===== config.mk =====
export PLATFORM = sky130hd
export DESIGN_NAME = frm_ctrl
export DESIGN_NICKNAME = d
export VERILOG_FILES = /design/src/verilog/frm_pkg.sv /design/src/verilog/frm_fifo.sv /design/src/verilog/frm_ctrl.sv
export VERILOG_INCLUDE_DIRS = /design/src /design/src/verilog
export SDC_FILE = /design/constraint.sdc
export NUM_CORES = 1
export LEC_CHECK = 0
export ABC_AREA = 1
export BUFFER_PORTS_ARGS = -buffer_cell sky130_fd_sc_hd__buf_2
export CELL_PAD_IN_SITES_DETAIL_PLACEMENT = 0
export CELL_PAD_IN_SITES_GLOBAL_PLACEMENT = 2
export CORE_UTILIZATION = 30
export DETAILED_ROUTE_END_ITERATION = 12
export PLACE_DENSITY = 0.8
export SETUP_SLACK_MARGIN = 0.1
export SYNTH_ARGS = -nofsm -noshare
export SYNTH_HDL_FRONTEND = slang
export SYNTH_SLANG_ARGS = --single-unit

===== constraint.sdc =====
create_clock -name clk_in -period 2.8 [get_ports clk_in]
set_input_delay 0.42 -clock clk_in [delete_from_list [all_inputs] [get_ports clk_in]]
set_output_delay 0.42 -clock clk_in [all_outputs]
set_load 0.02 [all_outputs]

===== src/verilog/frm_defs.svh =====
`ifndef FRM_DEFS_SVH
`define FRM_DEFS_SVH

`define FRM_CLK_PERIOD_NS   10
`define FRM_ABORT_DELAY_NS  200
`define FRM_ABORT_CYCLES    ((`FRM_ABORT_DELAY_NS + `FRM_CLK_PERIOD_NS - 1) / `FRM_CLK_PERIOD_NS)
`define FRM_BAUD_DIV        868
`define FRM_ID_BYTES        7
`define FRM_FIFO_DEPTH      16
`define FRM_ACK_OK          8'h06
`define FRM_ACK_BAD         8'h15
`define FRM_SYNC_RESET      3'h7

`endif


===== src/verilog/frm_pkg.sv =====
`default_nettype none
package frm_pkg;
    typedef enum logic [1:0] {
        MODE_CPU         = 2'b00,
        MODE_SER_ASYNC   = 2'b01,
        MODE_SER_SPECIAL = 2'b10,
        MODE_PARALLEL    = 2'b11
    } frm_mode_t;
    typedef enum logic [1:0] {
        OP_NONE  = 2'b00,
        OP_READ  = 2'b01,
        OP_PROG  = 2'b10,
        OP_ERASE = 2'b11
    } frm_op_t;
    typedef enum logic [1:0] {
        ENG_IDLE  = 2'b00,
        ENG_BUSY  = 2'b01,
        ENG_ABORT = 2'b10
    } frm_eng_t;
    typedef enum logic [1:0] {
        RX_IDLE  = 2'b00,
        RX_START = 2'b01,
        RX_DATA  = 2'b10,
        RX_STOP  = 2'b11
    } frm_rx_t;
endpackage : frm_pkg
`default_nettype wire


===== src/verilog/frm_fifo.sv =====
`timescale 1ns/1ps
`default_nettype none
module frm_fifo #(
    parameter int W     = 8,
    parameter int DEPTH = 16
) (
    input  wire logic         clk_in,
    input  wire logic         reset_in,
    input  wire logic         in_valid_in,
    input  wire logic [W-1:0] in_data_in,
    output logic              in_ready_out,
    output logic              out_valid_out,
    output logic [W-1:0]      out_data_out,
    input  wire logic         out_ready_in
);
    localparam int AW = $clog2(DEPTH);
    localparam int CW = AW + 1;

    logic [W-1:0]  mem [DEPTH];
    logic [AW-1:0] wr_ptr_reg, wr_ptr_next, rd_ptr_reg, rd_ptr_next;
    logic [CW-1:0] cnt_reg, cnt_next;
    logic [W-1:0]  head_reg, head_next;
    logic          head_v_reg, head_v_next;
    logic          wr, load;

    // Head register gives registered read data; capacity is DEPTH plus the head
    always_comb begin
        in_ready_out = (cnt_reg != CW'(DEPTH));
        wr           = in_valid_in & in_ready_out;
        load         = (cnt_reg != '0) & (~head_v_reg | out_ready_in);
        wr_ptr_next  = wr ? wr_ptr_reg + AW'(1) : wr_ptr_reg;
        rd_ptr_next  = load ? rd_ptr_reg + AW'(1) : rd_ptr_reg;
        cnt_next     = cnt_reg + CW'(wr) - CW'(load);
        head_v_next  = load | (head_v_reg & ~out_ready_in);
        head_next    = load ? mem[rd_ptr_reg] : head_reg;
    end

    always_ff @(posedge clk_in) begin
        if (wr) begin
            mem[wr_ptr_reg] <= in_data_in;
        end
    end

    always_ff @(posedge clk_in) begin
        if (reset_in) begin
            wr_ptr_reg <= '0;
            rd_ptr_reg <= '0;
            cnt_reg    <= '0;
            head_reg   <= '0;
            head_v_reg <= 1'b0;
        end else begin
            wr_ptr_reg <= wr_ptr_next;
            rd_ptr_reg <= rd_ptr_next;
            cnt_reg    <= cnt_next;
            head_reg   <= head_next;
            head_v_reg <= head_v_next;
        end
    end

    assign out_valid_out = head_v_reg;
    assign out_data_out  = head_reg;
endmodule : frm_fifo
`default_nettype wire


===== src/verilog/frm_ctrl.sv =====
// What this block, its software and the board must do
// [RQ1] Serial access gated by ID code match
// [RQ2] Mode 2: separate transmit and receive lines
// [RQ3] Mode 3: mode pin is bidirectional data
// [RQ4] Parallel port commands drive flash operations
// [RQ5] Code protection refuses parallel read/rewrite
// [RQ6] Software keeps CPU clock low in RAM mode
// [RQ7] Software avoids flash-fetching trap instructions
// [RQ8] Maskable interrupts serviceable during RAM rewrite
// [RQ9] Watchdog/osc/voltage interrupt aborts, resets flash
// [RQ10] Interrupt starts after fixed delay, flash restarts
// [RQ11] Software re-erases after forced abort
// [RQ12] Software refreshes watchdog during commands
// [RQ13] Software disables address-match interrupt meanwhile
// [RQ14] Software blocks NMI during block 0 erase
// [RQ15] Only serial modes 2 and 3 supported
// [RQ16] Board drives mode pin high, resets after
// [RQ17] Abort delay is a parameter cycle count
`include "frm_defs.svh"
`timescale 1ns/1ps
`default_nettype none
module frm_ctrl import frm_pkg::*; #(
    parameter int ADDR_W       = 16,
    parameter int ID_BYTES     = `FRM_ID_BYTES,
    parameter int BAUD_DIV     = `FRM_BAUD_DIV,
    parameter int ABORT_CYCLES = `FRM_ABORT_CYCLES
) (
    input  wire logic                  clk_in,
    input  wire logic                  reset_in,
    input  wire logic [1:0]            prog_mode_in,
    input  wire logic [8*ID_BYTES-1:0] stored_id_in,
    input  wire logic                  protect_active_in,
    input  wire logic                  rxd_in,
    output logic                       txd_out,
    input  wire logic                  mode_pin_in,
    output logic                       mode_pin_out,
    output logic                       mode_pin_oe_out,
    input  wire logic                  par_valid_in,
    input  wire logic [1:0]            par_op_in,
    input  wire logic [ADDR_W-1:0]     par_addr_in,
    input  wire logic [7:0]            par_data_in,
    output logic                       par_ready_out,
    input  wire logic                  cpu_valid_in,
    input  wire logic [1:0]            cpu_op_in,
    input  wire logic [ADDR_W-1:0]     cpu_addr_in,
    input  wire logic [7:0]            cpu_data_in,
    output logic                       cpu_ready_out,
    output logic                       rd_valid_out,
    output logic [7:0]                 rd_data_out,
    input  wire logic                  rd_ready_in,
    output logic                       id_ok_out,
    output logic                       refused_out,
    output logic                       flash_req_out,
    output logic [1:0]                 flash_op_out,
    output logic [ADDR_W-1:0]          flash_addr_out,
    output logic [7:0]                 flash_data_out,
    input  wire logic                  flash_done_in,
    input  wire logic [7:0]            flash_rdata_in,
    output logic                       flash_reset_out,
    input  wire logic                  ram_exec_rewrite_mode_in,
    input  wire logic                  wdt_ack_in,
    input  wire logic                  osc_stop_ack_in,
    input  wire logic                  volt_mon_ack_in,
    output logic                       irq_start_out,
    input  wire logic                  mask_irq_req_in,
    output logic                       mask_irq_grant_out
);
    localparam logic [15:0] BAUD_LAST  = 16'(BAUD_DIV - 1);
    localparam logic [15:0] HALF_LAST  = 16'(BAUD_DIV / 2 - 1);
    localparam logic [15:0] ABORT_LAST = 16'(ABORT_CYCLES - 1);
    localparam int          ABORT_WAIT = ABORT_CYCLES - 1;

    frm_mode_t mode;
    logic      ser_mode, special;
    assign mode     = frm_mode_t'(prog_mode_in);
    assign ser_mode = (mode == MODE_SER_ASYNC) | (mode == MODE_SER_SPECIAL); // RQ15
    assign special  = (mode == MODE_SER_SPECIAL);

    // Pin synchronisers: three stages, level changes when stages 2 and 3 agree
    logic [1:0] pin_raw, pin_f;
    assign pin_raw = {mode_pin_in, rxd_in};
    genvar g;
    for (g = 0; g < 2; g++) begin : g_sync
        logic [2:0] s_reg, s_next;
        logic       f_reg, f_next;
        always_comb begin
            s_next = {s_reg[1:0], pin_raw[g]};
            f_next = (s_reg[1] == s_reg[2]) ? s_reg[2] : f_reg;
        end
        always_ff @(posedge clk_in) begin
            if (reset_in) begin
                s_reg <= `FRM_SYNC_RESET;
                f_reg <= 1'b1;
            end else begin
                s_reg <= s_next;
                f_reg <= f_next;
            end
        end
        assign pin_f[g] = f_reg;
    end

    // UART receiver
    frm_rx_t     rx_state_reg, rx_state_next;
    logic [15:0] rx_cnt_reg, rx_cnt_next;
    logic [2:0]  rx_bit_reg, rx_bit_next;
    logic [7:0]  rx_sh_reg, rx_sh_next;
    logic        rx_done_reg, rx_done_next;
    logic        tx_act_reg;
    logic        rx_line;
    // Half-duplex on the mode pin: own transmission must not echo back
    assign rx_line = special ? (pin_f[1] | tx_act_reg) : pin_f[0]; // RQ2 RQ3

    always_comb begin
        rx_state_next = rx_state_reg;
        rx_cnt_next   = rx_cnt_reg + 16'h0001;
        rx_bit_next   = rx_bit_reg;
        rx_sh_next    = rx_sh_reg;
        rx_done_next  = 1'b0;
        case (rx_state_reg)
            RX_IDLE: begin
                rx_cnt_next = 16'h0000;
                if (ser_mode && !rx_line) begin
                    rx_state_next = RX_START;
                end
            end
            RX_START: begin
                if (rx_cnt_reg == HALF_LAST) begin
                    rx_cnt_next   = 16'h0000;
                    rx_bit_next   = 3'h0;
                    rx_state_next = rx_line ? RX_IDLE : RX_DATA;
                end
            end
            RX_DATA: begin
                if (rx_cnt_reg == BAUD_LAST) begin
                    rx_cnt_next = 16'h0000;
                    rx_sh_next  = {rx_line, rx_sh_reg[7:1]};
                    rx_bit_next = rx_bit_reg + 3'h1;
                    if (rx_bit_reg == 3'h7) begin
                        rx_state_next = RX_STOP;
                    end
                end
            end
            RX_STOP: begin
                if (rx_cnt_reg == BAUD_LAST) begin
                    rx_state_next = RX_IDLE;
                    rx_done_next  = rx_line;
                end
            end
            default: rx_state_next = RX_IDLE;
        endcase
    end

    always_ff @(posedge clk_in) begin
        if (reset_in) begin
            rx_state_reg <= RX_IDLE;
            rx_cnt_reg   <= 16'h0000;
            rx_bit_reg   <= 3'h0;
            rx_sh_reg    <= 8'h00;
            rx_done_reg  <= 1'b0;
        end else begin
            rx_state_reg <= rx_state_next;
            rx_cnt_reg   <= rx_cnt_next;
            rx_bit_reg   <= rx_bit_next;
            rx_sh_reg    <= rx_sh_next;
            rx_done_reg  <= rx_done_next;
        end
    end

    // ID check and serial command framing (op, address, data)
    logic [3:0]  id_idx_reg, id_idx_next;
    logic        id_bad_reg, id_bad_next, id_ok_reg, id_ok_next;
    logic [1:0]  fr_cnt_reg, fr_cnt_next;
    logic [1:0]  ser_op_reg, ser_op_next;
    logic [7:0]  ser_addr_reg, ser_addr_next, ser_data_reg, ser_data_next;
    logic        ser_req_reg, ser_req_next;
    logic        ack_push, id_last, id_match, ser_take;

    always_comb begin
        id_idx_next   = id_idx_reg;
        id_bad_next   = id_bad_reg;
        id_ok_next    = id_ok_reg;
        fr_cnt_next   = fr_cnt_reg;
        ser_op_next   = ser_op_reg;
        ser_addr_next = ser_addr_reg;
        ser_data_next = ser_data_reg;
        ser_req_next  = ser_req_reg & ~ser_take;
        id_match      = (rx_sh_reg == stored_id_in[32'(id_idx_reg) * 8 +: 8]);
        id_last       = (id_idx_reg == 4'(ID_BYTES - 1));
        ack_push      = rx_done_reg & ~id_ok_reg & id_last;
        if (rx_done_reg && !id_ok_reg) begin
            id_idx_next = id_last ? 4'h0 : id_idx_reg + 4'h1;
            id_bad_next = id_last ? 1'b0 : (id_bad_reg | ~id_match);
            id_ok_next  = id_last & ~id_bad_reg & id_match; // RQ1
        end else if (rx_done_reg && !ser_req_reg) begin
            fr_cnt_next = (fr_cnt_reg == 2'h2) ? 2'h0 : fr_cnt_reg + 2'h1;
            case (fr_cnt_reg)
                2'h0: ser_op_next = rx_sh_reg[1:0];
                2'h1: ser_addr_next = rx_sh_reg;
                default: begin
                    ser_data_next = rx_sh_reg;
                    ser_req_next  = 1'b1;
                end
            endcase
        end
    end

    always_ff @(posedge clk_in) begin
        if (reset_in) begin
            id_idx_reg   <= 4'h0;
            id_bad_reg   <= 1'b0;
            id_ok_reg    <= 1'b0;
            fr_cnt_reg   <= 2'h0;
            ser_op_reg   <= 2'h0;
            ser_addr_reg <= 8'h00;
            ser_data_reg <= 8'h00;
            ser_req_reg  <= 1'b0;
        end else begin
            id_idx_reg   <= id_idx_next;
            id_bad_reg   <= id_bad_next;
            id_ok_reg    <= id_ok_next;
            fr_cnt_reg   <= fr_cnt_next;
            ser_op_reg   <= ser_op_next;
            ser_addr_reg <= ser_addr_next;
            ser_data_reg <= ser_data_next;
            ser_req_reg  <= ser_req_next;
        end
    end

    // Flash operation engine
    frm_eng_t          eng_reg, eng_next;
    logic [1:0]        op_reg, op_next;
    logic [ADDR_W-1:0] addr_reg, addr_next;
    logic [7:0]        data_reg, data_next;
    logic [15:0]       ab_cnt_reg, ab_cnt_next;
    logic              refused_reg, refused_next;
    logic              req_valid, eng_ready, accept, blocked, nmi_ack;
    logic [1:0]        req_op;
    logic [ADDR_W-1:0] req_addr;
    logic [7:0]        req_data;
    logic              fifo_in_ready, fifo_in_valid, fifo_out_valid, fifo_out_ready;
    logic [7:0]        fifo_in_data, fifo_out_data;

    always_comb begin
        case (mode)
            MODE_CPU: begin
                req_valid = cpu_valid_in;
                req_op    = cpu_op_in;
                req_addr  = cpu_addr_in;
                req_data  = cpu_data_in;
            end
            MODE_PARALLEL: begin
                req_valid = par_valid_in; // RQ4
                req_op    = par_op_in;
                req_addr  = par_addr_in;
                req_data  = par_data_in;
            end
            default: begin
                req_valid = ser_req_reg & id_ok_reg; // RQ1
                req_op    = ser_op_reg;
                req_addr  = ADDR_W'(ser_addr_reg);
                req_data  = ser_data_reg;
            end
        endcase
    end

    assign eng_ready     = (eng_reg == ENG_IDLE) & fifo_in_ready;
    assign accept        = req_valid & eng_ready;
    assign ser_take      = accept & ser_mode;
    assign blocked       = (mode == MODE_PARALLEL) & protect_active_in; // RQ5
    assign nmi_ack       = wdt_ack_in | osc_stop_ack_in | volt_mon_ack_in;
    assign par_ready_out = (mode == MODE_PARALLEL) & eng_ready;
    assign cpu_ready_out = (mode == MODE_CPU) & eng_ready;

    always_comb begin
        eng_next     = eng_reg;
        op_next      = op_reg;
        addr_next    = addr_reg;
        data_next    = data_reg;
        ab_cnt_next  = 16'h0000;
        refused_next = accept & blocked; // RQ5
        case (eng_reg)
            ENG_IDLE: begin
                if (accept && !blocked && req_op != OP_NONE) begin
                    eng_next  = ENG_BUSY; // RQ4
                    op_next   = req_op;
                    addr_next = req_addr;
                    data_next = req_data;
                end
            end
            ENG_BUSY: begin
                if (op_reg != OP_READ && nmi_ack) begin
                    eng_next = ENG_ABORT; // RQ9
                end else if (flash_done_in) begin
                    eng_next = ENG_IDLE;
                end
            end
            ENG_ABORT: begin
                ab_cnt_next = ab_cnt_reg + 16'h0001;
                if (ab_cnt_reg == ABORT_LAST) begin
                    eng_next = ENG_IDLE; // RQ10 RQ17
                end
            end
            default: eng_next = ENG_IDLE;
        endcase
    end

    always_ff @(posedge clk_in) begin
        if (reset_in) begin
            eng_reg     <= ENG_IDLE;
            op_reg      <= 2'h0;
            addr_reg    <= '0;
            data_reg    <= 8'h00;
            ab_cnt_reg  <= 16'h0000;
            refused_reg <= 1'b0;
        end else begin
            eng_reg     <= eng_next;
            op_reg      <= op_next;
            addr_reg    <= addr_next;
            data_reg    <= data_next;
            ab_cnt_reg  <= ab_cnt_next;
            refused_reg <= refused_next;
        end
    end

    assign flash_req_out   = (eng_reg == ENG_BUSY);
    assign flash_op_out    = op_reg;
    assign flash_addr_out  = addr_reg;
    assign flash_data_out  = data_reg;
    assign flash_reset_out = (eng_reg == ENG_ABORT); // RQ9
    assign irq_start_out   = (eng_reg == ENG_ABORT) & (ab_cnt_reg == ABORT_LAST); // RQ10
    assign refused_out     = refused_reg;
    assign id_ok_out       = id_ok_reg;
    // RAM-executed rewrite never holds off maskable interrupts
    assign mask_irq_grant_out = mask_irq_req_in & (ram_exec_rewrite_mode_in | (eng_reg != ENG_BUSY)); // RQ8

    // Read data and ID answers share one FIFO toward the serial or parallel side
    assign fifo_in_valid = ack_push | (flash_req_out & flash_done_in & (op_reg == OP_READ));
    assign fifo_in_data  = ack_push ? (id_ok_next ? `FRM_ACK_OK : `FRM_ACK_BAD) : flash_rdata_in;

    frm_fifo #(.W(8), .DEPTH(`FRM_FIFO_DEPTH)) u_fifo (
        .clk_in        (clk_in),
        .reset_in      (reset_in),
        .in_valid_in   (fifo_in_valid),
        .in_data_in    (fifo_in_data),
        .in_ready_out  (fifo_in_ready),
        .out_valid_out (fifo_out_valid),
        .out_data_out  (fifo_out_data),
        .out_ready_in  (fifo_out_ready)
    );

    assign fifo_out_ready = ser_mode ? ~tx_act_reg : rd_ready_in;
    assign rd_valid_out   = ~ser_mode & fifo_out_valid;
    assign rd_data_out    = fifo_out_data;

    // UART transmitter
    logic [9:0]  tx_sh_reg, tx_sh_next;
    logic [3:0]  tx_bits_reg, tx_bits_next;
    logic [15:0] tx_cnt_reg, tx_cnt_next;
    logic        tx_act_next;

    always_comb begin
        tx_sh_next   = tx_sh_reg;
        tx_bits_next = tx_bits_reg;
        tx_cnt_next  = tx_cnt_reg + 16'h0001;
        tx_act_next  = tx_act_reg;
        if (!tx_act_reg) begin
            tx_cnt_next = 16'h0000;
            if (ser_mode && fifo_out_valid) begin
                tx_sh_next   = {1'b1, fifo_out_data, 1'b0};
                tx_bits_next = 4'hA;
                tx_act_next  = 1'b1;
            end
        end else if (tx_cnt_reg == BAUD_LAST) begin
            tx_cnt_next  = 16'h0000;
            tx_sh_next   = {1'b1, tx_sh_reg[9:1]};
            tx_bits_next = tx_bits_reg - 4'h1;
            tx_act_next  = (tx_bits_reg != 4'h1);
        end
    end

    always_ff @(posedge clk_in) begin
        if (reset_in) begin
            tx_sh_reg   <= 10'h3FF;
            tx_bits_reg <= 4'h0;
            tx_cnt_reg  <= 16'h0000;
            tx_act_reg  <= 1'b0;
        end else begin
            tx_sh_reg   <= tx_sh_next;
            tx_bits_reg <= tx_bits_next;
            tx_cnt_reg  <= tx_cnt_next;
            tx_act_reg  <= tx_act_next;
        end
    end

    assign txd_out         = (mode == MODE_SER_ASYNC) ? (tx_sh_reg[0] | ~tx_act_reg) : 1'b1; // RQ2
    assign mode_pin_out    = tx_sh_reg[0];
    assign mode_pin_oe_out = special & tx_act_reg; // RQ3

    AST_ID_GATE: assert property (@(posedge clk_in) disable iff (reset_in) // RQ1
        (flash_req_out && ser_mode) |-> id_ok_reg) else $error("serial flash access without ID match");
    AST_MODE2_NO_OE: assert property (@(posedge clk_in) disable iff (reset_in) // RQ2
        (mode == MODE_SER_ASYNC) |-> !mode_pin_oe_out) else $error("mode pin driven in mode 2");
    AST_MODE3_TXD_IDLE: assert property (@(posedge clk_in) disable iff (reset_in) // RQ3
        (tx_act_reg && special) |-> (txd_out && mode_pin_oe_out)) else $error("mode 3 transmit not on mode pin");
    AST_PAR_START: assert property (@(posedge clk_in) disable iff (reset_in) // RQ4
        (par_valid_in && par_ready_out && !protect_active_in && par_op_in != OP_NONE)
        |=> (flash_req_out && flash_op_out == $past(par_op_in) && flash_addr_out == $past(par_addr_in)))
        else $error("parallel command not started");
    AST_PROTECT: assert property (@(posedge clk_in) disable iff (reset_in) // RQ5
        (par_valid_in && par_ready_out && protect_active_in) |=> (refused_out && !flash_req_out))
        else $error("protected parallel access not refused");
    AST_MASKABLE: assert property (@(posedge clk_in) disable iff (reset_in) // RQ8
        (ram_exec_rewrite_mode_in && mask_irq_req_in) |-> mask_irq_grant_out) else $error("maskable irq held off");
    AST_ABORT: assert property (@(posedge clk_in) disable iff (reset_in) // RQ9
        (flash_req_out && flash_op_out != OP_READ && (wdt_ack_in || osc_stop_ack_in || volt_mon_ack_in))
        |=> (flash_reset_out && !flash_req_out)) else $error("rewrite not aborted");
    AST_ABORT_DELAY: assert property (@(posedge clk_in) disable iff (reset_in) // RQ10 RQ17
        $rose(flash_reset_out) |-> ##[ABORT_WAIT:ABORT_WAIT] (irq_start_out && flash_reset_out)
        ##1 (!flash_reset_out && !irq_start_out)) else $error("abort delay wrong");
endmodule : frm_ctrl
`default_nettype wire


==> Yosys cells after proc, flatten, opt, wreduce, memory -nomap -nowiden <==
Memory sizes are Yosys's and may differ from the RTL's. A register that Yosys moved wholly into a read port is not among the register bits.
Index checks and enable logic that the tools add are counted.
{ "word_totals": {"register_bits": 155, "ramBits": 128, "in_bits": 132, "output_inout_bits": 46, "elab_cells": 200, "mem_count": 1} }
{ "op_classes": {"n_addsub": 11, "eq_ne": 33, "shift": 1, "muxes": 45, "bitwise": 45, "n_reduce_logical": 33} }
{ "memory_table": {"columns": ["memory", "depth", "width", "read_ports", "rd_ports_with_merged_regs", "write_ports", "line", "rtl"], "rows": [
  ["u_fifo.mem", 16, 8, 1, 1, 1, "frm_fifo.sv:19", "logic [W-1:0] mem [DEPTH];"]
]} }
{ "ops": {"columns": ["op", "n"], "rows": [
  ["$shiftx A56 B8 Y8", 1],
  ["$add A16 B1 Y16 const B", 3],
  ["$pmux W16 S3", 1],
  ["$eq A16 B10 Y1 const B", 2],
  ["$mux W16", 2],
  ["$pmux W16 S2", 1],
  ["$mux W10", 3],
  ["$and A1 B1 Y1", 22],
  ["$mux W2", 11],
  ["$eq A16 B5 Y1 const B", 1],
  ["$eq A16 B9 Y1 const B", 1],
  ["$mux W4", 4],
  ["$pmux W8 S2", 1],
  ["$reduce_and A3 Y1", 5],
  ["$mux W1", 13],
  ["$not A1 Y1", 13],
  ["$add A4 B1 Y4 const B", 3],
  ["$eq A2 B2 Y1 const B", 6],
  ["$eq A2 B1 Y1 const B", 5],
  ["$ne A2 B1 Y1 const B", 5],
  ["$ne A2 B2 Y1 const B", 5],
  ["$or A1 B1 Y1", 10],
  ["$eq A8 B8 Y1", 1],
  ["$logic_not A2 Y1", 4],
  ["27 further kinds", 45]
]} }

==> Longest topological paths before layout <==
Gate-level depths: netlist of the first run.
{ "depth": {"ltp_word": 9, "depth_mapped": 18, "ltp_nobuf": 16} }

==> Modules after synthesis <==
From an unflattened synthesis of the first run, not the netlist that was laid out.
{ "unflattened": {"cells_unflattened": 1682, "area_unflattened_um2": 13678.1} }
{ "modules_own_cells": {"columns": ["mod", "n_inst", "cells_each", "area_per_inst_um2"], "rows": [
  ["frm_ctrl", 1, 1021, 7140.6],
  ["frm_fifo", 1, 661, 6537.5]
]} }

==> Worst setup path after synthesis of the first run <==
Ideal clock, no wire load.
{ "synth_timing": {"path_kind": "input -> register", "from": "in prog_mode_in[0]", "to": "reg u_fifo.cnt_reg[4]", "setup_time_ns": 0.070, "arrival_ns": 2.739, "required_time_ns": 2.730, "setup_slack_ns": -0.009, "cell_stages": 17, "path_buffers": 2, "path_cell_list": "inv_1 > ha_1 > inv_1 > buf_2 > o211ai_1 > nand2_1 > inv_1 > buf_2 > ha_1 > inv_1 > ha_1 > fa_1 > nand2_1 > a21oi_1 > nor2_1 > o21ai_0 > a21oi_1"} }
{ "synth_between": {"elab_chain_cells": 6, "elab_cells_between_ends": 7, "classes_between": "add/sub (1); eq/ne (2); mux (1); bitwise (3)"} }
{ "synth_rtl": {"columns": ["element", "line", "rtl"], "rows": [
  ["from (decl)", "frm_ctrl.sv:30", "input wire logic [1:0] prog_mode_in,"],
  ["$eq A2 B1 Y1 or $eq A2 B2 Y1 (tied branches)", "frm_ctrl.sv:76", "assign ser_mode = (mode == MODE_SER_ASYNC) | (mode == MODE_SER_SPECIAL);"],
  ["$or A1 B1 Y1 *", "frm_ctrl.sv:76", null],
  ["$mux W1 *", "frm_ctrl.sv:351", "assign fifo_out_ready = ser_mode ? ~tx_act_reg : rd_ready_in;"],
  ["$or A1 B1 Y1 *", "frm_fifo.sv:30", "load = (cnt_reg != '0) & (~head_v_reg | out_ready_in);"],
  ["$and A1 B1 Y1 *", "frm_fifo.sv:30", null],
  ["named net u_fifo.load", "frm_fifo.sv:24", "logic wr, load;"],
  ["$sub A5 B1 Y5 *", "frm_fifo.sv:33", "cnt_next = cnt_reg + CW'(wr) - CW'(load);"],
  ["to (signal assigned)", "frm_fifo.sv:54", "cnt_reg <= cnt_next;"],
  ["to (decl)", "frm_fifo.sv:21", "logic [CW-1:0] cnt_reg, cnt_next;"]
]} }
The timed path passes the listed nets; every way through them passes the cells marked *.
A chain may end at the register's enable or synchronous reset.

==> Final worst setup path of the first run <==
{ "layout_timing": {"from": "reg id_idx_reg[0]", "to": "reg u_fifo.cnt_reg[4]"} }
{ "layout_between": {"elab_chain_cells": 6} }
{ "layout_rtl": {"columns": ["element", "line", "rtl"], "rows": [
  ["from (decl)", "frm_ctrl.sv:170", "logic [3:0] id_idx_reg, id_idx_next;"],
  ["from (signal assigned)", "frm_ctrl.sv:218", "id_idx_reg <= id_idx_next;"],
  ["$eq A4 B3 Y1", "frm_ctrl.sv:188", "id_last = (id_idx_reg == 4'(ID_BYTES - 1));"],
  ["$and A1 B1 Y1", "frm_ctrl.sv:189", "ack_push = rx_done_reg & ~id_ok_reg & id_last;"],
  ["$or A1 B1 Y1", "frm_ctrl.sv:337", "assign fifo_in_valid = ack_push | (flash_req_out & flash_done_in & (op_reg == OP_READ));"],
  ["$and A1 B1 Y1", "frm_fifo.sv:29", "wr = in_valid_in & in_ready_out;"],
  ["named net u_fifo.wr", "frm_fifo.sv:24", null],
  ["$add A5 B1 Y5", "frm_fifo.sv:33", null],
  ["$sub A5 B1 Y5", "frm_fifo.sv:33", null]
]} }
The timed path passes the listed nets, and every way through them passes these cells.

==> impl_metrics.tcl, run 1 <==
set metrics [dict create \
    status "completed" \
    start_kind "flop" \
    synth_seq_cells 290 \
    wl_um 35900 \
    finalSetupTns_ps 0 \
    end_kind "flop" \
    antenna_found_initial 1 \
    design_area_mm2 0.0160 \
    avgRoutedWirePerCell_um 15.5 \
    largest-register "u_fifo.mem" \
    synth.top_cell.area_share_pct 29.2 \
    post-route-util_pct 37.1 \
    hold_violations 0 \
    ys_types 52 \
    clkTransAtPathRegs_ps 60 \
    post-route-period-util_pct 85.0 \
    drive_gt1_share_pct 19.0 \
    port_buffers 177 \
    synth_warnings 0 \
    finalWorstSetupSlack_ps 421 \
    p_leak_uw 0.00634 \
    path_max_fanout 10 \
    async_flop_share_pct 0 \
    drt_drc_violations_left 0 \
    overflow 0 \
    vias 10900 \
    vias_per_cell 4.71 \
    clockBufferDepth 3 \
    firstDrtPassIters 4 \
    die_y_um 212 \
    dp_cells 2253 \
    maxCapViolations 0 \
    tightest_slew_ps 705 \
    crit_type "flop to flop" \
    yosysSeqAreaShare_pct 53.8 \
    boundaryPins 178 \
    synth_cells 1515 \
    critical_path_buf_inv_count 2 \
    grt_max_degree 51 \
    yosys-top-cells-area "edfxtp_1, dfxtp_1, nand2_1" \
    synth_ff_type "dfxtp_1" \
    drt-initial-drc-count 572 \
    crit_path_max_incr_delay_ps 520 \
    cp_slowest_cell "dfxtp_1" \
    cts_buffers 34 \
    setup_viol 0 \
    dieWidth_um 212 \
    critPathRequiredTime_ps 3240 \
    grt_pass1_vias 10800 \
    areaGrowthSynthToFinish_pct 21.7 \
    path_delay_family "simple AND/OR/NAND/NOR gates" \
    root_buffer "clkbuf_16" \
    slew_headroom_pct 52.9 \
    fin_nets 1863 \
    synth-edff-count 128 \
    avgSynthCellArea_um2 8.69 \
    cts_sinks 290 \
    hpwl_um 25500 \
    rsz0062_at_grt "false" \
    dpl-instance-area_mm2 0.0148 \
    globalRouteTotalUtil_pct 16.3 \
    initial_utilization_pct 30.5 \
    dieArea_mm2 0.0448 \
    largest_reg_flops 128 \
    htreeDepth 2 \
    ir_drop_mv 0.429 \
    path_cells "nor2_4 > inv_1 > nor2_1 > nand2_2 > nand2_1 > nand2_2 > clkinv_2 > ha_2 > fa_2 > nand2_1 > a21oi_1 > nor2_1 > o21ai_0 > a21oi_1" \
    max_freq_mhz 420 \
    drtAntennaViolNets 0 \
    finClkSkew_ps 24.6 \
    yosys.area.top_type "edfxtp_1" \
    synth_fp_nets 1671 \
    fin_cells 2319 \
    cts_tree "yes" \
    dp_slack_ps 154 \
    coreArea_mm2 0.0432 \
    hold_class "primary input to flop" \
    slew_violations 0 \
    grt_pass1_wl_um 57900 \
    syn_area_mm2 0.0132 \
    cts.hold.buffers_added 0 \
    clk_latency_ps 520 \
    core.rowCount 76 \
    arrival_ps 2820 \
    fin_crit_ps 2380 \
    place_congestion 0.782 \
    p_per_area_mw_per_mm2 729 \
]
-- worst reg2reg max path: cells and delay by family, from the launching register on --
kind,cells,cell delay [ps]
compound gates,3,260
flops,1,520
fa+ha+maj,2,580
buf+inv,2,180
simple gates,7,740
-- metrics by stage --
step / power, uW / hold slack (ps)
global placement: 7080 / 407
finish: 11700 / 112
detailed placement: 7110 / 399
CTS: 11800 / 97.8
floorplan: 6320 / 389
global route: 12300 / 101
-- placed cells by master (no fill, tap or decap), drive strengths merged, types with 13 or more instances in the layout --
cell    synthesis  layout
a21oi          87      87
a22o           24      24
a31oi          18      18
buf            25     226
clkbuf         45      48
dfxtp         162     162
edfxtp        128     128
ha             23      23
inv           148     150
nand2         281     281
nand3          96      96
nand4          13      13
nor2          182     182
nor3           17      17
nor4           13      13
o211ai         26      26
o21ai         134     134
o221ai         25      25
or2            15      15
-- cells by family after synthesis --
kind of cell               count (synthesis)  share of synthesized area (%)
and+or+nand+nor                          630                           20.9
adders and majority gates                 24                           2.34
AOI/OAI and AO/OA                        337                           15.3
buffers and inverters                    225                           7.08
xor gates and xnor gates                   9                          0.598
DFF                                      290                           53.8
-- layout make-up --
type | count | area (um^2)
sequential | 290 | 7090
fill | 4469 | 27100
timing repair buffer | 226 | 1270
clock inverter | 14 | 241
antenna | 1 | 2.50
clock buffer | 48 | 945
inverter | 155 | 586
tap | 585 | 732
multi-input combinational | 1000 | 5180
-- metal layers --
| layer | global-route usage [%] | vias to the layer above | wire length, um |
|---|---|---|---|
| li1 | - | 5564 | - |
| met1 | 20.6 | 5102 | 15900 |
| met2 | 28.5 | 200 | 17800 |
| met3 | 2.73 | 45 | 1450 |
| met4 | 4.45 | 2 | 710 |
| met5 | 0 | - | 8 |
-- power by group --
part           switching [uW]  internal [uW]  total (uW)  leakage [uW]
combinational            1510            756        2270       0.00331
sequential                134           4590        4730       0.00246
clock                    1770           2930        4700      0.000567
-- worst paths after layout --
| kind | from | to | slack [ps] | cells after the start |
|---|---|---|---|---|
| max | id_idx_reg[0]$_SDFFE_PP0P_ | u_fifo.cnt_reg[4]$_SDFF_PP0_ | 420 | 14 |
| max reg2reg | id_idx_reg[0]$_SDFFE_PP0P_ | u_fifo.cnt_reg[4]$_SDFF_PP0_ | 420 | 14 |
| min | rxd_in | g_sync[0].s_reg[0]$_SDFF_PP1_ | 110 | 2 |
| min reg2reg | g_sync[0].s_reg[0]$_SDFF_PP1_ | g_sync[0].s_reg[1]$_SDFF_PP1_ | 410 | 1 |
-- Yosys cell counts, types with 2 or more instances --
cell and n:
a211oi_1 3, a21oi_1 86, a22o_1 24, a31oi_1 18, buf_1 3, buf_2 12
buf_4 2, buf_6 8, clkbuf_1 44, clkinv_1 6, dfxtp_1 162, edfxtp_1 128
ha_1 23, inv_1 144, inv_2 3, nand2_1 274, nand2_2 7, nand3_1 94
nand3_2 2, nand3b_1 2, nand4_1 13, nor2_1 173, nor2_2 7, nor2_4 2
nor3_1 13, nor3_2 4, nor3b_1 7, nor4_1 11, nor4_2 2, o211ai_1 26
o21a_1 4, o21ai_0 129, o21ai_1 5, o21bai_1 2, o221ai_1 25, o22ai_1 9
o31ai_1 3, or2_2 14, xnor2_1 3, xor2_1 6
-- timing repair --
item                                    in CTS  in global routing
gates resized for setup                      0                  2
hold endpoints to repair                     0                  0
endpoints found under the setup margin       0                 33
setup buffers                                0                  3
Power figures use the tool's default switching activity.
==> inputs of run 2 (changes only) <==
- PLACE_DENSITY: 0.8 -> 0.77
- clock period: 2.8 -> 2.4 ns (I/O delays scaled with it)
==> run 2 against run 1 <==
  * Global-route usage fell by 0.15 points
  * Register-to-register slack got worse by 230 ps
  * Die area did not move
  * Worst setup slack got worse by 230 ps
  * Flip-flop and latch count did not move
  * First-iteration DRC count rose by 7.3%
  * Clock-buffer cell count fell by 1
  * Clock skew fell by 2.0 ps
  * Combinational power rose by 28%
  * Non-clock buffer count rose by 27
  * Utilization rose by 1.4 points
  * Largest power group is now the clock network
==> impl_metrics.tcl, run 2 (same netlist as run 1, synthesis figures left out) <==
set metrics [dict create \
    p_leak_uw 0.00660 \
    layout.cells.most_common_list "nand2_1, buf_2, nor2_1" \
    firstDrtPassIters 5 \
    drtAntennaViolNets 0 \
    hold_slack_ps 59.1 \
    antenna_found_initial 0 \
    status "completed" \
    place_congestion 0.772 \
    fin_crit_ps 2200 \
    clk_latency_ps 510 \
    fin_nets 1892 \
    ir_drop_mv 0.634 \
    hold_violations 0 \
    use_met1_pct 20.3 \
    avgRoutedWirePerCell_um 15.5 \
    globalRouteTotalUtil_pct 16.2 \
    initial_utilization_pct 30.5 \
    clockBufferDepth 3 \
    dieWidth_um 212 \
    final_common_cell "nand2_1" \
    htreeDepth 2 \
    grt_max_degree 77 \
    critPathRequiredTime_ps 2670 \
    setup_viol 0 \
    path_max_fanout 8 \
    fin_cells 2345 \
    arrival_ps 2480 \
    finalWorstSetupSlack_ps 196 \
    core.rowCount 76 \
    crit_type "flop to flop" \
    largest-register "u_fifo.mem" \
    root_buffer "clkbuf_16" \
    use_met3_pct 2.34 \
    grt_pass1_vias 10800 \
    p_per_area_mw_per_mm2 852 \
    grt_pass1_wl_um 57300 \
    vias_per_cell 4.66 \
    cts_sinks 290 \
    finalSetupTns_ps 0 \
    dp_cells 2272 \
    cts_tree "yes" \
    start_kind "flop" \
    drt_drc_violations_left 0 \
    wl_um 36300 \
    boundaryPins 178 \
    finClkSkew_ps 22.7 \
    port_buffers 177 \
    drt-initial-drc-count 614 \
    dieArea_mm2 0.0448 \
    die_y_um 212 \
    end_kind "flop" \
    drive_gt1_share_pct 22.3 \
    vias 10900 \
    coreArea_mm2 0.0432 \
    post-route-period-util_pct 91.8 \
    n_antenna_cell 0 \
    max_freq_mhz 454 \
    hpwl_um 25500 \
    overflow 0 \
    cts_buffers 35 \
    clkTransAtPathRegs_ps 60 \
    tightest_slew_ps 547 \
    rsz0062_at_grt "true" \
    areaGrowthSynthToFinish_pct 26.3 \
    maxCapViolations 0 \
    grtUsageMet2_pct 29.2 \
    slew_violations 0 \
    slew_headroom_pct 63.4 \
    dp_slack_ps -172 \
    hold_class "primary input to flop" \
    finalPower_uw 14200 \
    top_usage_layer "met2" \
    largest_reg_flops 128 \
]
run 2: cell count changes in the layout (fill, tap and decap cells not counted), sizes merged:
| cell | change |
|---|---|
| buf | +24 |
| bufinv | +1 |
| clkbuf | +2 |
| clkinvlp | -2 |
| diode | -1 |
| inv | +2 |
run 2: cell type report:
cell class                 count  area (um^2)
sequential                   290         7100
timing repair inverter         1         8.76
tap                          585          732
multi-input combinational   1000         5290
inverter                     155          621
timing repair buffer         253         1620
fill                        4466        26500
clock inverter                14          268
clock buffer                  47         1000
run 2: final timing paths:
kind,from,to,slack (ps),cells after the start
min reg2reg,g_sync[1].s_reg[0]$_SDFF_PP1_,g_sync[1].s_reg[1]$_SDFF_PP1_,410,1
max,id_idx_reg[0]$_SDFFE_PP0P_,u_fifo.mem[7][0]$_DFFE_PP_,200,17
max reg2reg,id_idx_reg[0]$_SDFFE_PP0P_,u_fifo.mem[7][0]$_DFFE_PP_,200,17
min,mode_pin_in,g_sync[1].s_reg[0]$_SDFF_PP1_,60,2
run 2: per-layer routing:
| metal | vias to the layer above | wire length (um) |
|---|---|---|
| met5 | - | 0 |
| met4 | 0 | 463 |
| met3 | 39 | 1160 |
| met2 | 151 | 18400 |
| met1 | 5121 | 16300 |
| li1 | 5623 | - |
run 2: per-stage QoR:
stage                     utilization [%]  cell area [um^2]
after floorplan                         -             13200
after global placement               34.9             15100
after detailed placement             34.9             15100
after CTS                            37.9             16400
after global routing                 38.6             16600
final                                38.6             16600
run 2: timing repair:
action,CTS,global route
setup endpoints to repair,17,56
pin swaps,2,18
gates resized for setup,5,40
cloned,0,4
hold buffers,0,0
setup buffers,2,6
run 2: critical path, stage by stage (launching register included):
cell and delay, ps:
dfxtp_4 360, buf_12 150, buf_4 150, nand2_1 60, nand2_1 50, nand2_1 50, nand2_1 70, nand2_2 70
nand2_1 50, nand2_1 50, nand2_1 50, nor2_1 120, nand2_1 80, nor2_2 150, nand3_2 130, nand2_4 120
nand2_4 80, clkbuf_16 160
run 2: power breakdown:
part           switching [uW]  internal, uW  leakage, uW
sequential                162          5360      0.00247
clock                    2050          3700     0.000625
combinational            1830          1070      0.00351
total                    4040         10100      0.00660
